<file path="config.mk">
export PLATFORM = sky130hd
export DESIGN_NAME = adlo_core
export DESIGN_NICKNAME = d
export VERILOG_FILES = /design/src/rtl/adlo_pkg.sv /design/src/rtl/adlo_divider.sv /design/src/rtl/adlo_core.sv
export VERILOG_INCLUDE_DIRS = /design/src /design/src/rtl
export SDC_FILE = /design/constraint.sdc
export NUM_CORES = 2
export LEC_CHECK = 0
export BUFFER_PORTS_ARGS = -buffer_cell sky130_fd_sc_hd__buf_2
export CAP_MARGIN = 5
export CORE_ASPECT_RATIO = 0.9
export CORE_MARGIN = 2
export CORE_UTILIZATION = 25
export CTS_CLUSTER_DIAMETER = 120
export DETAILED_ROUTE_END_ITERATION = 10
export GPL_TIMING_DRIVEN = 1
export PLACE_DENSITY = 0.39
export SLEW_MARGIN = 10
export SYNTH_ARGS = -nofsm -noshare
export SYNTH_HDL_FRONTEND = slang
export SYNTH_SLANG_ARGS = --single-unit
</file>
<file path="constraint.sdc">
create_clock -name sys_clk_i -period 15.1 [get_ports sys_clk_i]
set_clock_uncertainty 0.15 [all_clocks]
set_input_delay 3.02 -clock sys_clk_i [delete_from_list [all_inputs] [get_ports sys_clk_i]]
set_output_delay 3.02 -clock sys_clk_i [all_outputs]
set_load 0.02 [all_outputs]
</file>
<file path="src/rtl/adlo_params.svh">
// constants for the arithmetic, divide and loop execution slice
// Contract
// [RULE1] bcd adjust: one cycle, only carry changes
// [RULE2] hold-off blocks interrupts for literal cycles
// [RULE3] signed 16/16 divide: 18 cycles, N Z C OV
// [RULE4] signed 32/16 divide: 18 cycles, N Z C OV
// [RULE5] unsigned 16/16 divide: 18 cycles, flags
// [RULE6] unsigned 32/16 divide: 18 cycles, flags
// [RULE7] fractional 16/16 divide: 18 cycles, flags
// [RULE8] literal loop: count plus one passes, two cycles
// [RULE9] register loop: value plus one passes
// [RULE10] euclid distance: square difference, acc flags
// [RULE11] euclid accumulate: add square, same flags
// [RULE12] subtract one/two: three forms, five flags (code has two forms, ADLO_OP_SUB_ONE and ADLO_OP_SUB_TWO)
`ifndef ADLO_PARAMS_SVH
`define ADLO_PARAMS_SVH
//----------------------------------------
// register map (byte addresses)
//----------------------------------------
`define ADLO_ADR_CMD     8'h00
`define ADLO_ADR_OPA     8'h04
`define ADLO_ADR_OPB     8'h08
`define ADLO_ADR_OPC     8'h0C
`define ADLO_ADR_RES     8'h10
`define ADLO_ADR_RES2    8'h14
`define ADLO_ADR_STAT    8'h18
`define ADLO_ADR_ACCA    8'h1C
`define ADLO_ADR_ACCB    8'h20
`define ADLO_ADR_LOOP    8'h24
`define ADLO_ADR_ACCAH   8'h28
`define ADLO_ADR_ACCBH   8'h2C
//----------------------------------------
// status bit positions
//----------------------------------------
`define ADLO_ST_C        0
`define ADLO_ST_Z        1
`define ADLO_ST_OV       2
`define ADLO_ST_N        3
`define ADLO_ST_DC       4
`define ADLO_ST_OA       5
`define ADLO_ST_OB       6
`define ADLO_ST_OAB      7
`define ADLO_ST_SA       8
`define ADLO_ST_SB       9
`define ADLO_ST_SAB      10
`define ADLO_ST_BUSY     11
`define ADLO_ST_HOLD     12
`define ADLO_ST_LOOP     13
//----------------------------------------
// timing
//----------------------------------------
`define ADLO_DIV_CYCLES  5'd18
`define ADLO_LOOP_CYCLES 5'd2
`define ADLO_ONE_CYCLE   5'd1
`define ADLO_ACC_MAX     40'h7FFFFFFFFF
`define ADLO_ACC_MIN     40'h8000000000
`endif

</file>
<file path="src/rtl/adlo_pkg.sv">
// types for the arithmetic, divide and loop execution slice
package adlo_pkg;
   typedef enum logic [3:0]
   {
      ADLO_OP_BCD_ADJUST  = 4'h0,
      ADLO_OP_SUB_ONE     = 4'h1,
      ADLO_OP_SUB_TWO     = 4'h2,
      ADLO_OP_HOLD_OFF    = 4'h3,
      ADLO_OP_DIV_S       = 4'h4,
      ADLO_OP_DIV_SD      = 4'h5,
      ADLO_OP_DIV_U       = 4'h6,
      ADLO_OP_DIV_UD      = 4'h7,
      ADLO_OP_FRAC_Q      = 4'h8,
      ADLO_OP_LOOP_LIT    = 4'h9,
      ADLO_OP_LOOP_REG    = 4'hA,
      ADLO_OP_EUCLID      = 4'hB,
      ADLO_OP_EUCLID_ACC  = 4'hC
   } adlo_op_t;
   typedef enum logic [1:0]
   {
      ADLO_ST_IDLE = 2'b00,
      ADLO_ST_RUN  = 2'b01
   } adlo_state_t;
endpackage : adlo_pkg

</file>
<file path="src/rtl/adlo_divider.sv">
// restoring divider, two quotient bits per cycle
`timescale 1ns/10ps
module adlo_divider
(
   input  wire logic        sys_clk_i,   // instruction clock
   input  wire logic        rst_i,       // sync reset
   input  wire logic        start_i,     // load operands
   input  wire logic        step_i,      // one iteration
   input  wire logic [31:0] num_i,       // dividend magnitude
   input  wire logic [15:0] den_i,       // divisor magnitude
   output logic      [31:0] quo_o,       // quotient
   output logic      [15:0] rem_o        // remainder
);
   logic [31:0] quo_reg;   // shifting dividend/quotient
   logic [16:0] rem_reg;   // partial remainder
   logic [16:0] trial;     // shifted remainder
   logic [16:0] diff;      // trial minus divisor
   assign trial = {rem_reg[15:0], quo_reg[31]};
   assign diff  = trial - {1'b0, den_i};
   // two bits per step so 16 steps finish 32 bits
   logic [16:0] trial2;
   logic [16:0] rem_mid;
   logic [16:0] diff2;
   assign rem_mid = diff[16] ? trial : diff;
   assign trial2  = {rem_mid[15:0], quo_reg[30]};
   assign diff2   = trial2 - {1'b0, den_i};
   //----------------------------------------
   // iteration
   //----------------------------------------
   always_ff @(posedge sys_clk_i)
   begin
      if (rst_i || start_i)
      begin
         quo_reg <= start_i ? num_i : 32'h0;
         rem_reg <= 17'h0;
      end
      else if (step_i)
      begin
         quo_reg <= {quo_reg[29:0], ~diff[16], ~diff2[16]};
         rem_reg <= diff2[16] ? trial2 : diff2;
      end
   end
   assign quo_o = quo_reg;
   assign rem_o = rem_reg[15:0];
endmodule : adlo_divider

</file>
<file path="src/rtl/adlo_core.sv">
// execution slice: bcd adjust, subtract, hold-off, divide, loops, euclid
//
// The address map and the Wishbone interface to the registers were left to the implementer.
`timescale 1ns/10ps
`include "adlo_params.svh"
module adlo_core
   import adlo_pkg::*;
(
   input  wire logic        sys_clk_i,   // 20 MHz instruction clock
   input  wire logic        rst_i,       // sync reset, active high
   input  wire logic [31:0] wb_adr_i,    // wishbone address
   input  wire logic [31:0] wb_dat_i,    // wishbone write data
   input  wire logic [3:0]  wb_sel_i,    // byte enables
   input  wire logic        wb_we_i,     // write strobe
   input  wire logic        wb_cyc_i,    // cycle
   input  wire logic        wb_stb_i,    // strobe
   input  wire logic        loop_end_i,  // loop body end reached
   output logic      [31:0] wb_dat_o,    // read data
   output logic             wb_ack_o,    // acknowledge
   output logic             irq_block_o, // interrupts held off
   output logic             loop_active_o// loop running
);
   //----------------------------------------
   // state
   //----------------------------------------
   logic [3:0]  cmd_reg;        // last command
   logic [15:0] opa_reg;        // operand a / dividend low
   logic [15:0] opb_reg;        // operand b / divisor
   logic [15:0] opc_reg;        // operand c / dividend high
   logic [15:0] res_reg;        // main result
   logic [15:0] res2_reg;       // remainder / second result
   logic [4:0]  flg_reg;        // C Z OV N DC
   logic [5:0]  accf_reg;       // OA OB EITHER_ACCUM_OVERFLOW_FLAG SA SB EITHER_ACCUM_CLAMP_FLAG
   logic [39:0] acc_reg [2];    // two accumulators
   logic [13:0] hold_reg;       // hold-off count
   logic [15:0] loop_reg;       // loop passes left
   logic        loop_on_reg;    // loop running
   adlo_state_t st_reg;         // sequencer state
   logic [4:0]  cyc_reg;        // cycles left
   logic        ack_reg;        // bus ack
   logic [31:0] rd_reg;         // read data
   logic        irq_reg;        // hold-off output
   logic        neg_q_reg;      // quotient sign
   logic        neg_r_reg;      // remainder sign
   logic        frac_reg;       // fractional divide
   logic        wide_reg;       // 32-bit dividend
   logic        sgn_reg;        // signed divide
   //----------------------------------------
   // bus decode
   //----------------------------------------
   wire bus_req   = wb_cyc_i & wb_stb_i & ~ack_reg;
   wire bus_wr    = bus_req & wb_we_i & (&wb_sel_i[1:0]);
   wire [7:0] adr = wb_adr_i[7:0];
   wire wr_cmd    = bus_wr & (adr == `ADLO_ADR_CMD) & (st_reg == ADLO_ST_IDLE);
   wire wr_opa    = bus_wr & (adr == `ADLO_ADR_OPA);
   wire wr_opb    = bus_wr & (adr == `ADLO_ADR_OPB);
   wire wr_opc    = bus_wr & (adr == `ADLO_ADR_OPC);
   wire [3:0] cmd = wb_dat_i[3:0];
   //----------------------------------------
   // helpers
   //----------------------------------------
   function automatic logic [15:0] mag16(input logic [15:0] v, input logic s);
      mag16 = (s && v[15]) ? 16'(-v) : v;
   endfunction : mag16
   function automatic logic [5:0] acc_flags(input logic [39:0] a0, input logic [39:0] a1,
                                            input logic sat0, input logic sat1, input logic [5:0] old);
      logic o0;
      logic o1;
      o0 = (a0[39] != a0[31]);
      o1 = (a1[39] != a1[31]);
      // OA OB EITHER_ACCUM_OVERFLOW_FLAG, sticky SA SB EITHER_ACCUM_CLAMP_FLAG
      acc_flags = {old[5] | sat1 | sat0 | old[4] | old[3], old[4] | sat1, old[3] | sat0,
                   o0 | o1, o1, o0};
   endfunction : acc_flags
   //----------------------------------------
   // bcd adjust, subtract
   //----------------------------------------
   wire [3:0] lo_n  = opa_reg[3:0];
   wire [3:0] hi_n  = opa_reg[7:4];
   wire       adj_lo = (lo_n > 4'h9) | flg_reg[4];
   wire [8:0] bcd_s1 = {1'b0, opa_reg[7:0]} + (adj_lo ? 9'h006 : 9'h000);
   wire       adj_hi = (bcd_s1[7:4] > 4'h9) | flg_reg[0] | bcd_s1[8];
   wire [8:0] bcd_s2 = bcd_s1 + (adj_hi ? 9'h060 : 9'h000);
   wire [15:0] sub_k  = (cmd == ADLO_OP_SUB_TWO) ? 16'h0002 : 16'h0001;
   wire [16:0] sub_r  = {1'b0, opa_reg} - {1'b0, sub_k};
   wire        sub_dc = (opa_reg[3:0] >= sub_k[3:0]);
   wire        sub_ov = opa_reg[15] & ~sub_r[15];
   //----------------------------------------
   // euclid: (a - b)^2 into selected accumulator
   //----------------------------------------
   wire [15:0] ed_diff = 16'(opa_reg - opb_reg);
   wire signed [31:0] ed_sq = $signed(ed_diff) * $signed(ed_diff);
   wire        ed_sel  = opc_reg[0];
   wire [39:0] ed_base = (cmd == ADLO_OP_EUCLID_ACC) ? acc_reg[ed_sel] : 40'h0;
   wire [40:0] ed_sum  = {ed_base[39], ed_base} + {{9{ed_sq[31]}}, ed_sq};
   wire        ed_sat  = ed_sum[40] != ed_sum[39];
   wire [39:0] ed_val  = ed_sat ? (ed_sum[40] ? `ADLO_ACC_MIN : `ADLO_ACC_MAX) : ed_sum[39:0];
   //----------------------------------------
   // divider operands and result
   //----------------------------------------
   wire        dv_sgn  = (cmd == ADLO_OP_DIV_S) | (cmd == ADLO_OP_DIV_SD) | (cmd == ADLO_OP_FRAC_Q);
   wire        dv_wide = (cmd == ADLO_OP_DIV_SD) | (cmd == ADLO_OP_DIV_UD);
   wire        dv_frac = (cmd == ADLO_OP_FRAC_Q);
   // fractional dividend is Q15 shifted by 15, so the quotient comes out in Q15
   wire [31:0] num_raw = dv_frac ? {opa_reg[15], opa_reg, 15'h0} :
                         dv_wide ? {opc_reg, opa_reg} :
                         (dv_sgn ? {{16{opa_reg[15]}}, opa_reg} : {16'h0, opa_reg});
   wire        num_neg = dv_sgn & num_raw[31];
   wire [31:0] num_mag = num_neg ? 32'(-num_raw) : num_raw;
   wire        den_neg = dv_sgn & opb_reg[15];
   wire [15:0] den_mag = mag16(opb_reg, dv_sgn);
   wire        dv_start = wr_cmd & ((cmd >= ADLO_OP_DIV_S) & (cmd <= ADLO_OP_FRAC_Q));
   wire        dv_step  = (st_reg == ADLO_ST_RUN) & (cyc_reg > 5'd2);
   wire [31:0] dv_quo;
   wire [15:0] dv_rem;
   adlo_divider u_div
   (
      .sys_clk_i (sys_clk_i),
      .rst_i     (rst_i),
      .start_i   (dv_start),
      .step_i    (dv_step),
      .num_i     (num_mag),
      .den_i     (den_mag),
      .quo_o     (dv_quo),
      .rem_o     (dv_rem)
   );
   wire [31:0] q_s   = neg_q_reg ? 32'(-dv_quo) : dv_quo;
   wire [15:0] r_s   = neg_r_reg ? 16'(-dv_rem) : dv_rem;
   wire        dz    = (opb_reg == 16'h0);
   wire        q_ov  = dz | (sgn_reg ? (q_s[31:15] != {17{q_s[15]}}) : (q_s[31:16] != 16'h0));
   //----------------------------------------
   // read mux
   //----------------------------------------
   wire [31:0] stat_w = {18'h0, loop_on_reg, irq_reg, (st_reg != ADLO_ST_IDLE), accf_reg,
                         flg_reg[4], flg_reg[3], flg_reg[2], flg_reg[1], flg_reg[0]};
   wire [31:0] rd_mux =
      (adr == `ADLO_ADR_CMD)   ? {28'h0, cmd_reg} :
      (adr == `ADLO_ADR_OPA)   ? {16'h0, opa_reg} :
      (adr == `ADLO_ADR_OPB)   ? {16'h0, opb_reg} :
      (adr == `ADLO_ADR_OPC)   ? {16'h0, opc_reg} :
      (adr == `ADLO_ADR_RES)   ? {16'h0, res_reg} :
      (adr == `ADLO_ADR_RES2)  ? {16'h0, res2_reg} :
      (adr == `ADLO_ADR_STAT)  ? stat_w :
      (adr == `ADLO_ADR_ACCA)  ? acc_reg[0][31:0] :
      (adr == `ADLO_ADR_ACCB)  ? acc_reg[1][31:0] :
      (adr == `ADLO_ADR_ACCAH) ? {24'h0, acc_reg[0][39:32]} :
      (adr == `ADLO_ADR_ACCBH) ? {24'h0, acc_reg[1][39:32]} :
      (adr == `ADLO_ADR_LOOP)  ? {16'h0, loop_reg} : 32'h0;
   //----------------------------------------
   // bus answer: ack one cycle after request
   //----------------------------------------
   always_ff @(posedge sys_clk_i)
   begin
      if (rst_i)
      begin
         ack_reg <= 1'b0;
         rd_reg  <= 32'h0;
      end
      else
      begin
         ack_reg <= bus_req;
         rd_reg  <= rd_mux;
      end
   end
   //----------------------------------------
   // operand registers
   //----------------------------------------
   always_ff @(posedge sys_clk_i)
   begin
      if (rst_i)
      begin
         opa_reg <= 16'h0;
         opb_reg <= 16'h0;
         opc_reg <= 16'h0;
      end
      else
      begin
         if (wr_opa)
            opa_reg <= wb_dat_i[15:0];
         if (wr_opb)
            opb_reg <= wb_dat_i[15:0];
         if (wr_opc)
            opc_reg <= wb_dat_i[15:0];
      end
   end
   //----------------------------------------
   // hold-off counter: blocks interrupts for the literal count
   //----------------------------------------
   always_ff @(posedge sys_clk_i)
   begin
      if (rst_i)
         hold_reg <= 14'h0;
      else if (wr_cmd && cmd == ADLO_OP_HOLD_OFF)
         hold_reg <= opa_reg[13:0];                // see [RULE2]
      else if (hold_reg != 14'h0)
         hold_reg <= hold_reg - 14'h1;
   end
   always_ff @(posedge sys_clk_i)
   begin
      if (rst_i)
         irq_reg <= 1'b0;
      else if (wr_cmd && cmd == ADLO_OP_HOLD_OFF)
         irq_reg <= (opa_reg[13:0] != 14'h0);     // see [RULE2]
      else
         irq_reg <= (hold_reg > 14'h1);
   end
   //----------------------------------------
   // loop counter: count plus one passes
   //----------------------------------------
   always_ff @(posedge sys_clk_i)
   begin
      if (rst_i)
      begin
         loop_reg    <= 16'h0;
         loop_on_reg <= 1'b0;
      end
      else if (wr_cmd && cmd == ADLO_OP_LOOP_LIT)
      begin
         loop_reg    <= {1'b0, opa_reg[14:0]};    // see [RULE8]
         loop_on_reg <= 1'b1;
      end
      else if (wr_cmd && cmd == ADLO_OP_LOOP_REG)
      begin
         loop_reg    <= opa_reg;                  // see [RULE9]
         loop_on_reg <= 1'b1;
      end
      else if (loop_on_reg && loop_end_i && st_reg == ADLO_ST_IDLE)
      begin
         if (loop_reg == 16'h0)
            loop_on_reg <= 1'b0;                  // last pass done
         else
            loop_reg <= loop_reg - 16'h1;
      end
   end
   //----------------------------------------
   // sequencer: single cycle ops, 18 cycle divides, 2 cycle loop setup
   //----------------------------------------
   always_ff @(posedge sys_clk_i)
   begin
      if (rst_i)
      begin
         st_reg    <= ADLO_ST_IDLE;
         cyc_reg   <= 5'h0;
         cmd_reg   <= 4'h0;
         res_reg   <= 16'h0;
         res2_reg  <= 16'h0;
         flg_reg   <= 5'h0;
         accf_reg  <= 6'h0;
         acc_reg[0] <= 40'h0;
         acc_reg[1] <= 40'h0;
         neg_q_reg <= 1'b0;
         neg_r_reg <= 1'b0;
         frac_reg  <= 1'b0;
         wide_reg  <= 1'b0;
         sgn_reg   <= 1'b0;
      end
      else if (wr_cmd)
      begin
         cmd_reg <= cmd;
         st_reg  <= ADLO_ST_RUN;
         cyc_reg <= `ADLO_ONE_CYCLE;
         case (cmd)
            ADLO_OP_BCD_ADJUST:
            begin
               res_reg    <= {opa_reg[15:8], bcd_s2[7:0]};
               flg_reg[0] <= adj_hi;              // see [RULE1]
            end
            ADLO_OP_SUB_ONE, ADLO_OP_SUB_TWO:
            begin
               res_reg <= sub_r[15:0];            // see [RULE12]
               flg_reg <= {sub_dc, sub_r[15], sub_ov, (sub_r[15:0] == 16'h0), ~sub_r[16]};
            end
            ADLO_OP_DIV_S, ADLO_OP_DIV_SD, ADLO_OP_DIV_U, ADLO_OP_DIV_UD, ADLO_OP_FRAC_Q:
            begin
               cyc_reg   <= `ADLO_DIV_CYCLES;     // see [RULE3] [RULE4] [RULE5] [RULE6] [RULE7]
               neg_q_reg <= num_neg ^ den_neg;
               neg_r_reg <= num_neg;
               frac_reg  <= dv_frac;
               wide_reg  <= dv_wide;
               sgn_reg   <= dv_sgn;
            end
            ADLO_OP_LOOP_LIT, ADLO_OP_LOOP_REG:
               cyc_reg <= `ADLO_LOOP_CYCLES;      // see [RULE8] [RULE9]
            ADLO_OP_EUCLID, ADLO_OP_EUCLID_ACC:
            begin
               acc_reg[ed_sel] <= ed_val;         // see [RULE10] [RULE11]
               accf_reg <= ed_sel ? acc_flags(acc_reg[0], ed_val, 1'b0, ed_sat, accf_reg)
                                  : acc_flags(ed_val, acc_reg[1], ed_sat, 1'b0, accf_reg);
            end
            default:
               cyc_reg <= `ADLO_ONE_CYCLE;
         endcase
      end
      else
      begin
         case (st_reg)
            ADLO_ST_RUN:
            begin
               if (cyc_reg <= `ADLO_ONE_CYCLE)
               begin
                  st_reg <= ADLO_ST_IDLE;
                  if (cmd_reg >= ADLO_OP_DIV_S && cmd_reg <= ADLO_OP_FRAC_Q)
                  begin
                     res_reg  <= q_s[15:0];       // see [RULE3]
                     res2_reg <= r_s;
                     flg_reg[3] <= q_s[15];
                     flg_reg[1] <= (q_s[15:0] == 16'h0);
                     flg_reg[2] <= q_ov;
                     flg_reg[0] <= (dv_rem == 16'h0);
                  end
               end
               cyc_reg <= cyc_reg - 5'h1;
            end
            default:
               st_reg <= ADLO_ST_IDLE;
         endcase
      end
   end
   //----------------------------------------
   // outputs
   //----------------------------------------
   assign wb_ack_o      = ack_reg;
   assign wb_dat_o      = rd_reg;
   assign irq_block_o   = irq_reg;
   assign loop_active_o = loop_on_reg;
   //----------------------------------------
   // checks
   //----------------------------------------
   a_div_takes_18: assert property (@(posedge sys_clk_i) disable iff (rst_i) // see [RULE3]
      dv_start |=> (st_reg == ADLO_ST_RUN)[*8] ##1 (st_reg == ADLO_ST_RUN)[*8]
                   ##1 (st_reg == ADLO_ST_RUN)[*2] ##1 (st_reg == ADLO_ST_IDLE))
      else $error("divide did not finish in 18 cycles");
   a_bcd_one_cycle: assert property (@(posedge sys_clk_i) disable iff (rst_i) // see [RULE1]
      (wr_cmd && cmd == ADLO_OP_BCD_ADJUST) |=> (st_reg == ADLO_ST_RUN) && $stable(flg_reg[4:1])
         ##1 (st_reg == ADLO_ST_IDLE))
      else $error("bcd adjust touched flags other than carry");
   a_hold_blocks: assert property (@(posedge sys_clk_i) disable iff (rst_i) // see [RULE2]
      (wr_cmd && cmd == ADLO_OP_HOLD_OFF && opa_reg[13:0] > 14'h2) |=> irq_reg[*2])
      else $error("hold-off did not block interrupts");
   a_loop_two_cyc: assert property (@(posedge sys_clk_i) disable iff (rst_i) // see [RULE8]
      (wr_cmd && cmd == ADLO_OP_LOOP_LIT) |=> loop_on_reg && st_reg == ADLO_ST_RUN ##2 st_reg == ADLO_ST_IDLE)
      else $error("loop setup not two cycles");
   a_loop_count: assert property (@(posedge sys_clk_i) disable iff (rst_i) // see [RULE9]
      (wr_cmd && cmd == ADLO_OP_LOOP_REG) |=> loop_reg == $past(opa_reg))
      else $error("loop count not loaded");
   a_sub_result: assert property (@(posedge sys_clk_i) disable iff (rst_i) // see [RULE12]
      (wr_cmd && cmd == ADLO_OP_SUB_TWO) |=> res_reg == 16'($past(opa_reg) - 16'h2))
      else $error("subtract two wrong");
   a_ed_stores: assert property (@(posedge sys_clk_i) disable iff (rst_i) // see [RULE10]
      (wr_cmd && cmd == ADLO_OP_EUCLID && !ed_sat) |=> acc_reg[$past(ed_sel)][31:0] == $past(ed_sq))
      else $error("euclid distance not stored");
   a_euclid_distance_accumulate_flags: assert property (@(posedge sys_clk_i) disable iff (rst_i) // see [RULE11]
      (wr_cmd && cmd == ADLO_OP_EUCLID_ACC && ed_sat) |=> accf_reg[5] && accf_reg[4] | accf_reg[3])
      else $error("euclid accumulate clamp flag missing");
endmodule : adlo_core

</file>
### Word-level counts from Yosys, hierarchy flattened

Memories as Yosys holds them, arrays and structs flattened. A register that Yosys moved wholly into a read port is not among the register bits.
Cells that the tools add are included.

| storage, ports and cells | value |
|---|---|
| bits in registers | 217 |
| latch bits | 0 |
| memory bits (writable) | 80 |
| bits in read-only memories | 0 |
| word-level logic and storage cells | 242 |
| memories | 1 |

Memories:

| name | depth | bits a word | rd ports | clocked after Yosys merged registers in | write ports | RTL line | RTL |
|---|---|---|---|---|---|---|---|
| acc_reg | 2 | 40 | 3 | 1 | 2 | adlo_core.sv:34 | `logic [39:0] acc_reg [2];` |

| cells by class | value |
|---|---|
| $add $sub $neg | 14 |
| multipliers | 1 |
| div/mod/pow operators | 0 |
| $lt $le $gt $ge | 10 |
| equality and inequality tests | 33 |
| shift operators | 0 |
| muxes and demuxes | 71 |
| bitwise operators | 37 |
| reduce and logical (&&, ||, !) cells | 47 |

Operators by type and width:

| cell | number |
|---|---|
| $mux 16 | 20 |
| $mux 32 | 10 |
| $mux 40 | 4 |
| $logic_not 16->1 | 5 |
| $neg 32->32 | 2 |
| $add 40x32->41 | 1 |
| $reduce_or 40->1 | 1 |
| $sub 17x16->17 | 2 |
| $eq 8x5->1 const B | 4 |
| $eq 8x6->1 const B | 4 |
| $mul 16x16->32 | 1 |
| $neg 16->16 | 2 |
| $pmux 16 s2 | 1 |
| $mux 14 | 2 |
| $reduce_bool 14->1 | 2 |
| $eq 4x4->1 const B | 5 |
| $mux 4 | 5 |
| $mux 1 | 19 |
| $sub 16x2->17 | 1 |
| $eq 4x3->1 const B | 4 |
| $eq 8x4->1 const B | 2 |
| $ne 16x16->1 | 1 |
| $reduce_bool 16->1 | 1 |
| $sub 16x1->16 const B | 1 |
| other kinds (45) | 113 |

### Depth between registers and ports, before layout

| logic depth | value |
|---|---|
| depth in word-level cells | 13 |
| gate-level depth with buffers | 43 |

### Cells and area by module

A second synthesis with hierarchy kept.

| unflattened totals | value |
|---|---|
| cells, all modules | 3,599 |
| area, all modules | 31,022.3 um2 |

By module, submodules not included:

| module | times used | cells each | area an instance (um2) |
|---|---|---|---|
| adlo_core | 1 | 3,217 | 27,304.9 |
| adlo_divider | 1 | 382 | 3,717.3 |

### Worst setup path before layout

Ideal clock, no wire load.

| path | value |
|---|---|
| path kind | reg2reg |
| from | reg opa_reg[0] |
| to | mem acc_reg[0][18] (data pin) |
| library setup time | 0.255 ns |
| arrival time | 10.578 ns |
| data required time | 14.695 ns |
| slack | 4.118 ns |
| stages on the path, launching flop included | 42 |
| path buffers | 3 |
| clock period less this slack | 10.982 ns |
| path through | dfxtp_1 clkbuf_1 inv_1 ha_1 inv_1 fa_1 a21o_1 a21oi_1 o21bai_1 a2111oi_0 o31ai_1 a31o_2 a21o_1 a21o_1 xor2_1 inv_1 clkbuf_1 nor2_1 [6 not listed] fa_1 inv_1 ha_1 and4_1 nand4_1 a211oi_1 nor2_1 o31a_1 o21ai_1 a31oi_1 o21ai_1 a21oi_1 or4_1 ha_1 nand3_1 clkbuf_1 o21ai_0 and2_1 |

RTL lines:

| what | RTL line | RTL |
|---|---|---|
| start, declared | adlo_core.sv:27 | `logic [15:0] opa_reg;` |
| start signal, assigned | adlo_core.sv:179 | `opa_reg <= wb_dat_i[15:0];` |
| end, declared | adlo_core.sv:34 |  |

==> run metrics <==
CP arrival 13,340 ps; CTS tree done; dpl cell area 32,700 um^2; clock buffer depth 3; PD cells 63.7 nW/um^2; H-tree depth 2; Worst setup SP type register; global placer's final weighted congestion 0.863; Final Max Tran Viols 0; setup TNS 0 ps; critical path peak fanout 12; Total GRT Usage 18.3%; Post-Synth Simple-Gate Area 16.5%; most common cell after layout, fill and taps aside inv_1; post-CTS setup buffer count 0; drc violations 0; commonest non-fill, non-tap cells in the layout inv_1, nor2_1, nand2_1, fa_1, a21oi_1; family with the most delay on the worst path adder cells; WP buf/inv 5; final worst path period share 86.3%; CTS root buf clkbuf_16; port buffer count 66; Post-Syn Instances 3,548; Worst EP required 15,410 ps; DR WL/cell 21.9 um; Post-Syn Area 30,300 um^2; final-stage net count 4,151; Synth cell types 80; adder-cell share of the synthesized area 28.6%; top cells by area, synth fa_1, dfxtp_1, edfxtp_1; Initial Util 25.1%; Max VDD drop 0.0000715 V; #FFs+latches synth 298; critical path's largest stage delay 630 ps; Max-Cap Viols 0; complex-gate fraction of the synthesized area 15.4%; dpl ws 2040 ps; CP max-delay cell a211oi_1; syn avg cell area 8.55 um^2; Pleak 0.0147 uW; max reg flops 80; post-synthesis mux area share 2.57%; first-pass GRT wire length 169,000 um; Core Box Area 121,000 um^2; Antenna Nets Post-Route 0; status completed; RSZ-0062 raised after global routing no; clock latency on the worst-skew pair 630 ps; Synth Area in XOR/XNOR 5.80%; post-layout worst setup margin 2070 ps; critical path type register to register; Main synth FF type dfxtp_1; dpl hpwl 88,000 um; sequential share of the synthesized area 23.4%; drt first-iter violations 1,999; initial antenna violation count 5; asr flop ratio synth 0%; cell area after layout 34,200 um^2; fmax 0.0767 GHz; Routed WL 114,000 um; cell taking the most area after synthesis fa_1; slew margin rel. 17.2%; number of global-route vias before repair 24,643; post_cts resized 0; Hold Vio Cnt, Final 0; drt first pass iters 7; Die Wd 371 um; clock sink count 298; largest family of logic cells by synthesized area adder cells; final setup violating endpoints 0; Worst path most repeated cell fa_1; Hold Buf Count CTS 0; cts bufs inserted 43; Synth Warn # 0; CP Capture Type register; share of layout cells above drive strength 1 7.43%; total gr overflow 0; synth-to-layout area growth 12.7%; syn_nets 4,127; worst-margin pin slew 1230 ps; IO Count 109; FP Rows 121; hold_ws 310 ps; worst hold path class register to register; EDFF count, synth 112; Core Util, Final 28.3%; Die H 334 um; Clk pin slew, worst setup/hold paths 60 ps; Synth top area share 20.7%; DR vias/cell 4.88; Vias 25,390; largest net degree at the start of global routing 78; die area 124,000 um^2; min cycle time layout 13,030 ps
-- routing by layer --
layer / wire length (um) / share of wire, % / global-route usage, % / up-vias
li1: - / - / - / 12046
met1: 56400 / 49 / 27.6 / 12624
met2: 47900 / 42 / 26.4 / 593
met3: 7170 / 6.3 / 3.79 / 123
met4: 2690 / 2.4 / 4.20 / 4
met5: 23 / 0.020 / 0 / -
-- stage by stage --
stage / instances / total power [uW]
after floorplan: 3548 / 1040
after global placement: 5126 / 1110
after detailed placement: 5126 / 1110
after CTS: 5205 / 2210
after global routing: 5205 / 2260
final: 5207 / 2180
-- final cells by class --
class,instances,area [um^2]
inverter,461,1730
clock buffer,63,1310
timing repair buffer,147,945
multi-input combinational,2621,20900
tap,1599,2000
antenna,2,5.00
clock inverter,16,169
sequential,298,7090
fill,12981,86500
-- synthesized netlist by cell type (all sizes together), types with 11 or more instances --
cell / n
a211oi: 65
a21o: 42
a21oi: 249
a221oi: 22
a222oi: 14
a22oi: 38
a31oi: 32
and2: 27
and3: 17
buf: 16
clkbuf: 152
dfxtp: 186
edfxtp: 112
fa: 313
ha: 192
inv: 458
mux2i: 70
nand2: 372
nand2b: 25
nand3: 51
nand3b: 22
nand4: 17
nor2: 378
nor2b: 19
nor3: 69
nor4: 25
o211ai: 20
o21a: 16
o21ai: 132
o221ai: 11
o22ai: 15
o31ai: 22
or2: 15
or3: 31
or4: 17
xnor2: 112
xor2: 87
-- worst min-delay path, stage by stage (launching register included) --
cell and delay (ps):
dfxtp_1 310, nand2_1 50, a21oi_1 50
-- power by group --
part,total (uW),switching [uW],internal (uW)
clock network,1080,445,639
registers,890,30.3,860
logic,201,127,74.7
-- cell families after synthesis --
kind of cell,after synthesis
AOI/OAI and AO/OA,735
xor gates and xnor gates,199
adders and majority gates,505
buffers and inverters,629
DFF,298
muxes,77
and+or+nand+nor,1105
-- final timing paths --
path / cells after the start / slack (ps) / from / to
worst min register to register: 2 / 310 / res_reg[6]$_SDFFE_PP0P_ / res_reg[6]$_SDFFE_PP0P_
worst max-delay path: 38 / 2070 / opb_reg[0]$_SDFFE_PP0P_ / acc_reg[0][30]$_SDFFCE_PN0P_
worst max register to register: 38 / 2070 / opb_reg[0]$_SDFFE_PP0P_ / acc_reg[0][30]$_SDFFCE_PN0P_
worst min-delay path: 2 / 310 / res_reg[6]$_SDFFE_PP0P_ / res_reg[6]$_SDFFE_PP0P_
Note: power is estimated with default switching activity, not from simulation.
